==> src/design/qbp_regs.vh <==
// Purpose: Register offsets, reset values and field positions for the port block.
// Assumes: Wishbone byte addresses, one 32-bit word per register, data in bits 7:0.
// Notes:   Definitions only.
`ifndef QBP_REGS_VH
`define QBP_REGS_VH

`define QBP_ADR_W           6
`define QBP_OFS_P3_LATCH    6'h00
`define QBP_OFS_P4_LATCH    6'h04
`define QBP_OFS_P5_LATCH    6'h08
`define QBP_OFS_P4_CFG      6'h0c
`define QBP_OFS_P5_ALT      6'h10
`define QBP_OFS_P3_ALT      6'h14
`define QBP_OFS_P3_PINS     6'h18
`define QBP_OFS_P4_PINS     6'h1c
`define QBP_OFS_P5_PINS     6'h20

`define QBP_RST_LATCH       8'hff
`define QBP_RST_CFG         8'h00

`define QBP_P3_IRQ0_BIT     2
`define QBP_P3_IRQ1_BIT     3
`define QBP_P3_T0_BIT       4
`define QBP_P3_T1_BIT       5
`define QBP_P3_WR_BIT       6
`define QBP_P3_RD_BIT       7
`define QBP_P5_CANTX_BIT    0
`define QBP_P5_CANRX_BIT    1
`define QBP_P5_T3_BIT       2
`define QBP_P5_PCE_LO       4

`define QBP_PULSE_CYCLES    1

`endif

==> src/design/qbp_pin_cell.v <==
// Purpose: One quasi-bidirectional pin driver with strong transition pulse.
// Assumes: Pin input is synchronous to clk_i.
// Notes:   All outputs are registered.
`timescale 1ns/100ps
`default_nettype none
module qbp_pin_cell (
    input  wire clk_i,
    input  wire rst_i,
    input  wire level_i,
    input  wire push_pull_i,
    input  wire pin_i,
    output reg  pin_o,
    output reg  pin_oe_o,
    output reg  weak_pu_o,
    output reg  pin_in_o
);
    reg prev_level_reg;
    reg pin_oe_next;

    // A strong drive is on for a low level, for push-pull use and for the
    // single cycle after a rise of the wanted level.
    always @* begin
        pin_oe_next = push_pull_i | ~level_i | (level_i & ~prev_level_reg);
    end

    always @(posedge clk_i) begin
        if (rst_i) begin
            prev_level_reg <= 1'b1;
            pin_o          <= 1'b1;
            pin_oe_o       <= 1'b0;
            weak_pu_o      <= 1'b1;
            pin_in_o       <= 1'b1;
        end else begin
            prev_level_reg <= level_i;
            pin_o          <= level_i;
            pin_oe_o       <= pin_oe_next;
            weak_pu_o      <= level_i & ~push_pull_i;
            pin_in_o       <= pin_i;
        end
    end
endmodule
`default_nettype wire

==> src/design/qbp_ports.v <==
// Purpose: Three quasi-bidirectional 8-bit ports with alternate functions.
// Assumes: Classic Wishbone slave, single clock, synchronous active-high reset.
// Notes:   Each pin is pin_o, pin_oe_o, weak_pu_o and pin_i; the pad combines them.
//
// Design decisions made here: the placing of the registers and register access over Wishbone.
`timescale 1ns/100ps
`default_nettype none
`include "qbp_regs.vh"
module qbp_ports #(
    parameter PORT_W = 8
) (
    input  wire                   clk_i,
    input  wire                   rst_i,
    input  wire                   cyc_i,
    input  wire                   stb_i,
    input  wire                   we_i,
    input  wire [`QBP_ADR_W-1:0]  adr_i,
    input  wire [3:0]             sel_i,
    input  wire [31:0]            dat_i,
    output reg  [31:0]            dat_o,
    output reg                    ack_o,
    input  wire [PORT_W-1:0]      p3_pin_i,
    output wire [PORT_W-1:0]      p3_pin_o,
    output wire [PORT_W-1:0]      p3_pin_oe_o,
    output wire [PORT_W-1:0]      p3_weak_pu_o,
    input  wire [PORT_W-1:0]      p4_pin_i,
    output wire [PORT_W-1:0]      p4_pin_o,
    output wire [PORT_W-1:0]      p4_pin_oe_o,
    output wire [PORT_W-1:0]      p4_weak_pu_o,
    input  wire [PORT_W-1:0]      p5_pin_i,
    output wire [PORT_W-1:0]      p5_pin_o,
    output wire [PORT_W-1:0]      p5_pin_oe_o,
    output wire [PORT_W-1:0]      p5_weak_pu_o,
    input  wire [3:0]             prog_mem_chip_sel_i,
    input  wire [3:0]             mem_addr_hi_i,
    input  wire                   clock_out_i,
    input  wire                   ext_wr_strobe_n_i,
    input  wire                   ext_rd_strobe_n_i,
    input  wire                   can_transmit_out_i,
    input  wire [3:0]             periph_enable_i,
    output reg                    ext_irq_zero_in_o,
    output reg                    ext_irq_one_in_o,
    output reg                    timer_zero_ext_in_o,
    output reg                    timer_one_ext_in_o,
    output reg                    timer_three_ext_in_o,
    output reg                    can_receive_in_o
);
    reg  [PORT_W-1:0] p3_latch_reg;
    reg  [PORT_W-1:0] p4_latch_reg;
    reg  [PORT_W-1:0] p5_latch_reg;
    reg  [PORT_W-1:0] port4_pin_function_cfg_reg;
    reg  [PORT_W-1:0] p5_alt_reg;
    reg  [PORT_W-1:0] p3_alt_reg;
    reg  [31:0]       dat_next;
    reg  [PORT_W-1:0] p3_level;
    reg  [PORT_W-1:0] p4_level;
    reg  [PORT_W-1:0] p5_level;
    reg  [PORT_W-1:0] p3_alt_val;
    reg  [PORT_W-1:0] p5_alt_val;
    wire [PORT_W-1:0] p3_in;
    wire [PORT_W-1:0] p4_in;
    wire [PORT_W-1:0] p5_in;
    wire              bus_req;
    wire              wr_go;
    wire              lane0;

    assign bus_req = cyc_i & stb_i & ~ack_o;
    assign lane0   = sel_i[0];
    assign wr_go   = bus_req & we_i & lane0;

    // Bus slave: one wait state, ack for one cycle, unmapped reads give zero.
    always @(posedge clk_i) begin
        if (rst_i) begin
            ack_o <= 1'b0;
            dat_o <= 32'h00000000;
        end else begin
            ack_o <= bus_req;
            dat_o <= bus_req ? dat_next : 32'h00000000;
        end
    end

    always @* begin
        dat_next = 32'h00000000;
        case (adr_i)
            `QBP_OFS_P3_LATCH: begin
                dat_next[PORT_W-1:0] = p3_latch_reg;
            end
            `QBP_OFS_P4_LATCH: begin
                dat_next[PORT_W-1:0] = p4_latch_reg;
            end
            `QBP_OFS_P5_LATCH: begin
                dat_next[PORT_W-1:0] = p5_latch_reg;
            end
            `QBP_OFS_P4_CFG: begin
                dat_next[PORT_W-1:0] = port4_pin_function_cfg_reg;
            end
            `QBP_OFS_P5_ALT: begin
                dat_next[PORT_W-1:0] = p5_alt_reg;
            end
            `QBP_OFS_P3_ALT: begin
                dat_next[PORT_W-1:0] = p3_alt_reg;
            end
            `QBP_OFS_P3_PINS: begin
                dat_next[PORT_W-1:0] = p3_in;
            end
            `QBP_OFS_P4_PINS: begin
                dat_next[PORT_W-1:0] = p4_in;
            end
            `QBP_OFS_P5_PINS: begin
                dat_next[PORT_W-1:0] = p5_in;
            end
            default: begin
                dat_next = 32'h00000000;
            end
        endcase
    end

    // Port latches and configuration, written in the cycle the ack is raised.
    always @(posedge clk_i) begin
        if (rst_i) begin
            p3_latch_reg               <= `QBP_RST_LATCH;
            p4_latch_reg               <= `QBP_RST_LATCH;
            p5_latch_reg               <= `QBP_RST_LATCH;
            port4_pin_function_cfg_reg <= `QBP_RST_CFG;
            p5_alt_reg                 <= `QBP_RST_CFG;
            p3_alt_reg                 <= `QBP_RST_CFG;
        end else if (wr_go) begin
            case (adr_i)
                `QBP_OFS_P3_LATCH: begin
                    p3_latch_reg <= dat_i[PORT_W-1:0];
                end
                `QBP_OFS_P4_LATCH: begin
                    p4_latch_reg <= dat_i[PORT_W-1:0];
                end
                `QBP_OFS_P5_LATCH: begin
                    p5_latch_reg <= dat_i[PORT_W-1:0];
                end
                `QBP_OFS_P4_CFG: begin
                    port4_pin_function_cfg_reg <= dat_i[PORT_W-1:0];
                end
                `QBP_OFS_P5_ALT: begin
                    p5_alt_reg <= dat_i[PORT_W-1:0];
                end
                `QBP_OFS_P3_ALT: begin
                    p3_alt_reg <= dat_i[PORT_W-1:0];
                end
                default: begin
                    p3_alt_reg <= p3_alt_reg;
                end
            endcase
        end
    end

    // Third port: strobes and clock out are ANDed with the latch when enabled.
    always @* begin
        p3_alt_val = {PORT_W{1'b1}};
        if (p3_alt_reg[`QBP_P3_T1_BIT]) begin
            p3_alt_val[`QBP_P3_T1_BIT] = clock_out_i;
        end
        if (p3_alt_reg[`QBP_P3_WR_BIT]) begin
            p3_alt_val[`QBP_P3_WR_BIT] = ext_wr_strobe_n_i;
        end
        if (p3_alt_reg[`QBP_P3_RD_BIT]) begin
            p3_alt_val[`QBP_P3_RD_BIT] = ext_rd_strobe_n_i;
        end
        p3_level = p3_latch_reg & p3_alt_val;
    end

    // Fourth port: each configured bit carries a memory signal in push-pull.
    always @* begin
        p4_level = p4_latch_reg;
        p4_level[3:0] = port4_pin_function_cfg_reg[3:0] & prog_mem_chip_sel_i |
                        ~port4_pin_function_cfg_reg[3:0] & p4_latch_reg[3:0];
        p4_level[7:4] = port4_pin_function_cfg_reg[7:4] & mem_addr_hi_i |
                        ~port4_pin_function_cfg_reg[7:4] & p4_latch_reg[7:4];
    end

    // Fifth port: CAN transmit and peripheral enables gate the latch value.
    always @* begin
        p5_alt_val = {PORT_W{1'b1}};
        if (p5_alt_reg[`QBP_P5_CANTX_BIT]) begin
            p5_alt_val[`QBP_P5_CANTX_BIT] = can_transmit_out_i;
        end
        p5_alt_val[7:4] = ~p5_alt_reg[7:4] | periph_enable_i;
        p5_level = p5_latch_reg & p5_alt_val;
    end

    // Pin drivers, one cell per bit of each port.
    genvar gi;
    generate
        for (gi = 0; gi < PORT_W; gi = gi + 1) begin : g_pin
            qbp_pin_cell u_p3 (
                .clk_i       (clk_i),
                .rst_i       (rst_i),
                .level_i     (p3_level[gi]),
                .push_pull_i (1'b0),
                .pin_i       (p3_pin_i[gi]),
                .pin_o       (p3_pin_o[gi]),
                .pin_oe_o    (p3_pin_oe_o[gi]),
                .weak_pu_o   (p3_weak_pu_o[gi]),
                .pin_in_o    (p3_in[gi])
            );
            qbp_pin_cell u_p4 (
                .clk_i       (clk_i),
                .rst_i       (rst_i),
                .level_i     (p4_level[gi]),
                .push_pull_i (port4_pin_function_cfg_reg[gi]),
                .pin_i       (p4_pin_i[gi]),
                .pin_o       (p4_pin_o[gi]),
                .pin_oe_o    (p4_pin_oe_o[gi]),
                .weak_pu_o   (p4_weak_pu_o[gi]),
                .pin_in_o    (p4_in[gi])
            );
            qbp_pin_cell u_p5 (
                .clk_i       (clk_i),
                .rst_i       (rst_i),
                .level_i     (p5_level[gi]),
                .push_pull_i (1'b0),
                .pin_i       (p5_pin_i[gi]),
                .pin_o       (p5_pin_o[gi]),
                .pin_oe_o    (p5_pin_oe_o[gi]),
                .weak_pu_o   (p5_weak_pu_o[gi]),
                .pin_in_o    (p5_in[gi])
            );
        end
    endgenerate

    // Alternate inputs taken from the sampled pin levels.
    always @(posedge clk_i) begin
        if (rst_i) begin
            ext_irq_zero_in_o    <= 1'b1;
            ext_irq_one_in_o     <= 1'b1;
            timer_zero_ext_in_o  <= 1'b1;
            timer_one_ext_in_o   <= 1'b1;
            timer_three_ext_in_o <= 1'b1;
            can_receive_in_o     <= 1'b1;
        end else begin
            ext_irq_zero_in_o    <= p3_in[`QBP_P3_IRQ0_BIT];
            ext_irq_one_in_o     <= p3_in[`QBP_P3_IRQ1_BIT];
            timer_zero_ext_in_o  <= p3_in[`QBP_P3_T0_BIT];
            timer_one_ext_in_o   <= p3_in[`QBP_P3_T1_BIT];
            timer_three_ext_in_o <= p5_in[`QBP_P5_T3_BIT];
            can_receive_in_o     <= p5_in[`QBP_P5_CANRX_BIT];
        end
    end
endmodule
`default_nettype wire

==> config.mk <==
export PLATFORM = sky130hd
export DESIGN_NAME = qbp_ports
export DESIGN_NICKNAME = d
export VERILOG_FILES = /design/src/design/qbp_pin_cell.v /design/src/design/qbp_ports.v
export VERILOG_INCLUDE_DIRS = /design/src /design/src/design
export SDC_FILE = /design/constraint.sdc
export NUM_CORES = 1
export LEC_CHECK = 0
export ABC_CLOCK_PERIOD_IN_PS = 1610
export BUFFER_PORTS_ARGS = -buffer_cell sky130_fd_sc_hd__buf_4
export CAP_MARGIN = 20
export CORE_ASPECT_RATIO = 1.2
export CORE_MARGIN = 2
export CORE_UTILIZATION = 45
export CTS_CLUSTER_SIZE = 30
export DETAILED_ROUTE_END_ITERATION = 8
export PLACE_DENSITY = 0.76
export SLEW_MARGIN = 20
export SYNTH_ARGS = -nofsm -noshare
export SYNTH_HDL_FRONTEND = slang
export SYNTH_SLANG_ARGS = --single-unit
==> constraint.sdc <==
create_clock -name clk_i -period 1.61 [get_ports clk_i]
set_input_delay 0.0805 -clock clk_i [delete_from_list [all_inputs] [get_ports clk_i]]
set_output_delay 0.0805 -clock clk_i [all_outputs]
set_load 0.02 [all_outputs]
==> metrics.txt <==
clock-pin slew on the worst setup and hold paths=around 0.060 ns; Core Util, Final=61.0%; CTS tree=yes; Post-CTS Resized=0; CTS H-tree lvls=4; Post-layout nets=762; most frequent cell after synthesis=dfxtp_1; NetSw=between 1.5 and 2 mW; Clk pwr share=about half; die area=around 0.014 mm²; Critical Path, Cell by Cell=nand3b_4 > buf_4 > nor4_4 > buf_4 > nor2b_1 > a211o_1; LEAKAGE=3.11 nW; Combinational Power Share=between 6 and 7%; Max Slew Vio Count=0; Initial DRC Count=208; Initial Util=around 46%; Core Box Area=between 0.01 and 0.015 mm²; Final period util=94.8%; Main synth FF type=dfxtp_1; Worst EP arrival=approximately 1.8 ns; final total power=8.27 mW; share of layout cells above drive strength 1=about 40%; Synth top area share=about half; hold_sp=periph_enable_i[3]; Top delay family on crit path=simple AND/OR/NAND/NOR gates; type of the most critical hold path=input port to flop; Synth-to-Final Area Change=33.0%; gr ovfl total=0; Avg Inst Size Synth=10.9 µm²; WP data required=about 1.9 ns; Yosys top cell by area=dfxtp_1; CTS sink cnt=about 140; synthesized flop and latch total=approximately 140; Reg area=roughly 0.0029 mm²; GRT Util Overall=a little under a fifth; unrepaired setup endpoints after global routing=no; Fmax=~660 MHz; Ant. Diodes=0; internal power=around 6.6 mW; top cells by count, synth=143 x dfxtp_1, 103 x buf_4, 40 x or2_2, 26 x mux2i_1, 26 x nor2_1; FFs w/ async S/R, synth=0%; antenna viol nets, final=0; largest net degree at the start of global routing=54; largest family of logic cells by synthesized area=buffers and inverters; crit-path most repeated cell=buf_4; Clk Latency, worst-skew pair=about 0.41 ns; maximum vdd drop=just over 600 µV; Slowest-stage cell, CP=dfxtp_1; global placement routability congestion=between 0.8 and 0.9; synth warn=0; crit path kind=flop to flop; hpwl dp=just under 9 mm; Synth Area in Simple Gates=about 14%; Setup crit start kind=flop; Crit path buffers/inverters=2; Post-Synth XOR/XNOR Area=0%; Post-synth EDFFs=0; vias in the first global route=around 4.1k; Vias/cell=between 4 and 5; FILL cells=between 900 and 1k; root buf cell=clkbuf_16; Synth area leaders=dfxtp_1 50%, buf_4 13%, mux4_2 5.5%, mux2i_1 4.5%, or2_2 4.3%; register share of total power=43.5%; critical path's largest stage delay=around 0.32 ns; post-synthesis instance area=0.00575 mm²; post-route minimum period=1.53 ns; power per cell area=around 1100 mW/mm²; Max Cap Violations=0; crit path from=ack_o; Cells after Synth=approximately 530; register area share after synthesis=between 40 and 50%; Worst Skew=0.00595 ns; Max clock buf depth=2; first-pass GRT wire length=~20 mm; area of the multi-input gates=0.00212 mm²; outcome=finished, final reports clean; switching portion of total power=20.7%; WL final=12.6 mm; Synth Area in Compound Gates=about 11%; Final Hold Fails=0; Final setup viols=0; worst reg2reg path startpoint=ack_o; cell row count=45; total CTS buffers=17; Max FO, Critical Path=8; initial antenna violation count=0; DRC violations left=0; Die Height=128 µm; I/O pins=about 200; DR pass1 iterations=5; mean routed wirelength per cell=~15 µm; distinct cell type count after synthesis=31; post-synthesis mux area share=between 10 and 15%; # port buffers=around 150; DR vias=4,068; Worst Setup End Kind=flop; Die X=~110 µm; Synth Area in Adders=0%
## routing by layer
layer	share of wire, %	track usage (%)
met4	1.5	6.57
met3	6.0	6.05
met1	42	22.1
met5	0	0
met2	51	31.1
## kinds of logic after synthesis
logic type      count (synthesis)
flops                         143
mux                            40
simple gates                  125
other cells                     1
buf+inv                       126
compound gates                 92
## power groups by stage
stage	Combinational, mW	Sequential (mW)	Clock [mW]
floorplan	0.281	3.68	0
finish	0.539	3.60	4.14
detailed placement	0.443	3.67	0
CTS	0.529	3.60	4.20
global placement	0.435	3.67	0
global route	0.580	3.60	4.37
## tightest hold or removal path: cells and delay by family
kind	cells	cell delay, ns
compound gates	1	0.13
buf+inv	1	0.08
simple gates	1	0.09
## worst paths after layout
path	cells past startpoint	to	slack [ns]
setup reg to reg	6	p4_latch_reg[2]	0.08
setup / recovery	6	p4_latch_reg[2]	0.08
hold reg to reg	1	g_pin[5].u_p4.pin_oe_o	0.43
hold / removal	3	g_pin[7].u_p5.weak_pu_o	0.01
## placed cells by master, fill, tap and decap left out
cell           count
nor2b_1           24
nand2b_1          10
dlygate4sd3_1     43
dfxtp_1          143
nor4b_2            1
clkbuf_1           1
a21o_1            24
a31oi_1            1
or4b_4             1
nand2_2            1
nand3b_4           1
mux4_2            14
a21oi_1           15
buf_12             1
and3_1             1
nor4_4             6
o21ai_0           18
nor2_1            26
clkbuf_8           3
nand3_1            2
o22ai_1            1
clkinvlp_4         4
nor4_2             1
clkbuf_16         17
bufinv_16          4
a211o_1           24
inv_1              8
buf_4            180
conb_1            24
nand2_1            9
clkinv_2           2
or2_2             40
mux2i_1           26
a22oi_1            9
or4_4              1
nor3_1             1
## through the flow
| stage | setup TNS (ns) | hold WS, ns | area, µm² | setup slack (ns) | std cells |
|---|---|---|---|---|---|
| after detailed placement | -4.21 | 0.268 | 6560 | -0.137 | 773 |
| after global routing | 0 | 0.00342 | 7650 | 0.00674 | 851 |
| after global placement | -3.18 | 0.266 | 6560 | -0.119 | 773 |
| final | 0 | 0.0146 | 7650 | 0.0834 | 851 |
| after floorplan | -0.575 | 0.184 | 5850 | -0.0628 | 550 |
| after CTS | 0 | 0.00190 | 7620 | 0.0619 | 847 |
## area by class of cell
class                      count  area share (%)
multi-input combinational    281            27.7
sequential                   143            37.4
clock buffer                  21            6.15
tap                          164            2.68
timing repair buffer         224            23.5
inverter                       8           0.392
clock inverter                10            2.09
## repair_timing
action                                  4_1_cts  5_1_grt
hold endpoints to repair                     80        0
hold buffers                                 43        0
endpoints found under the setup margin        0        1
buffers inserted                              0        4
Power figures use the tool's default switching activity.
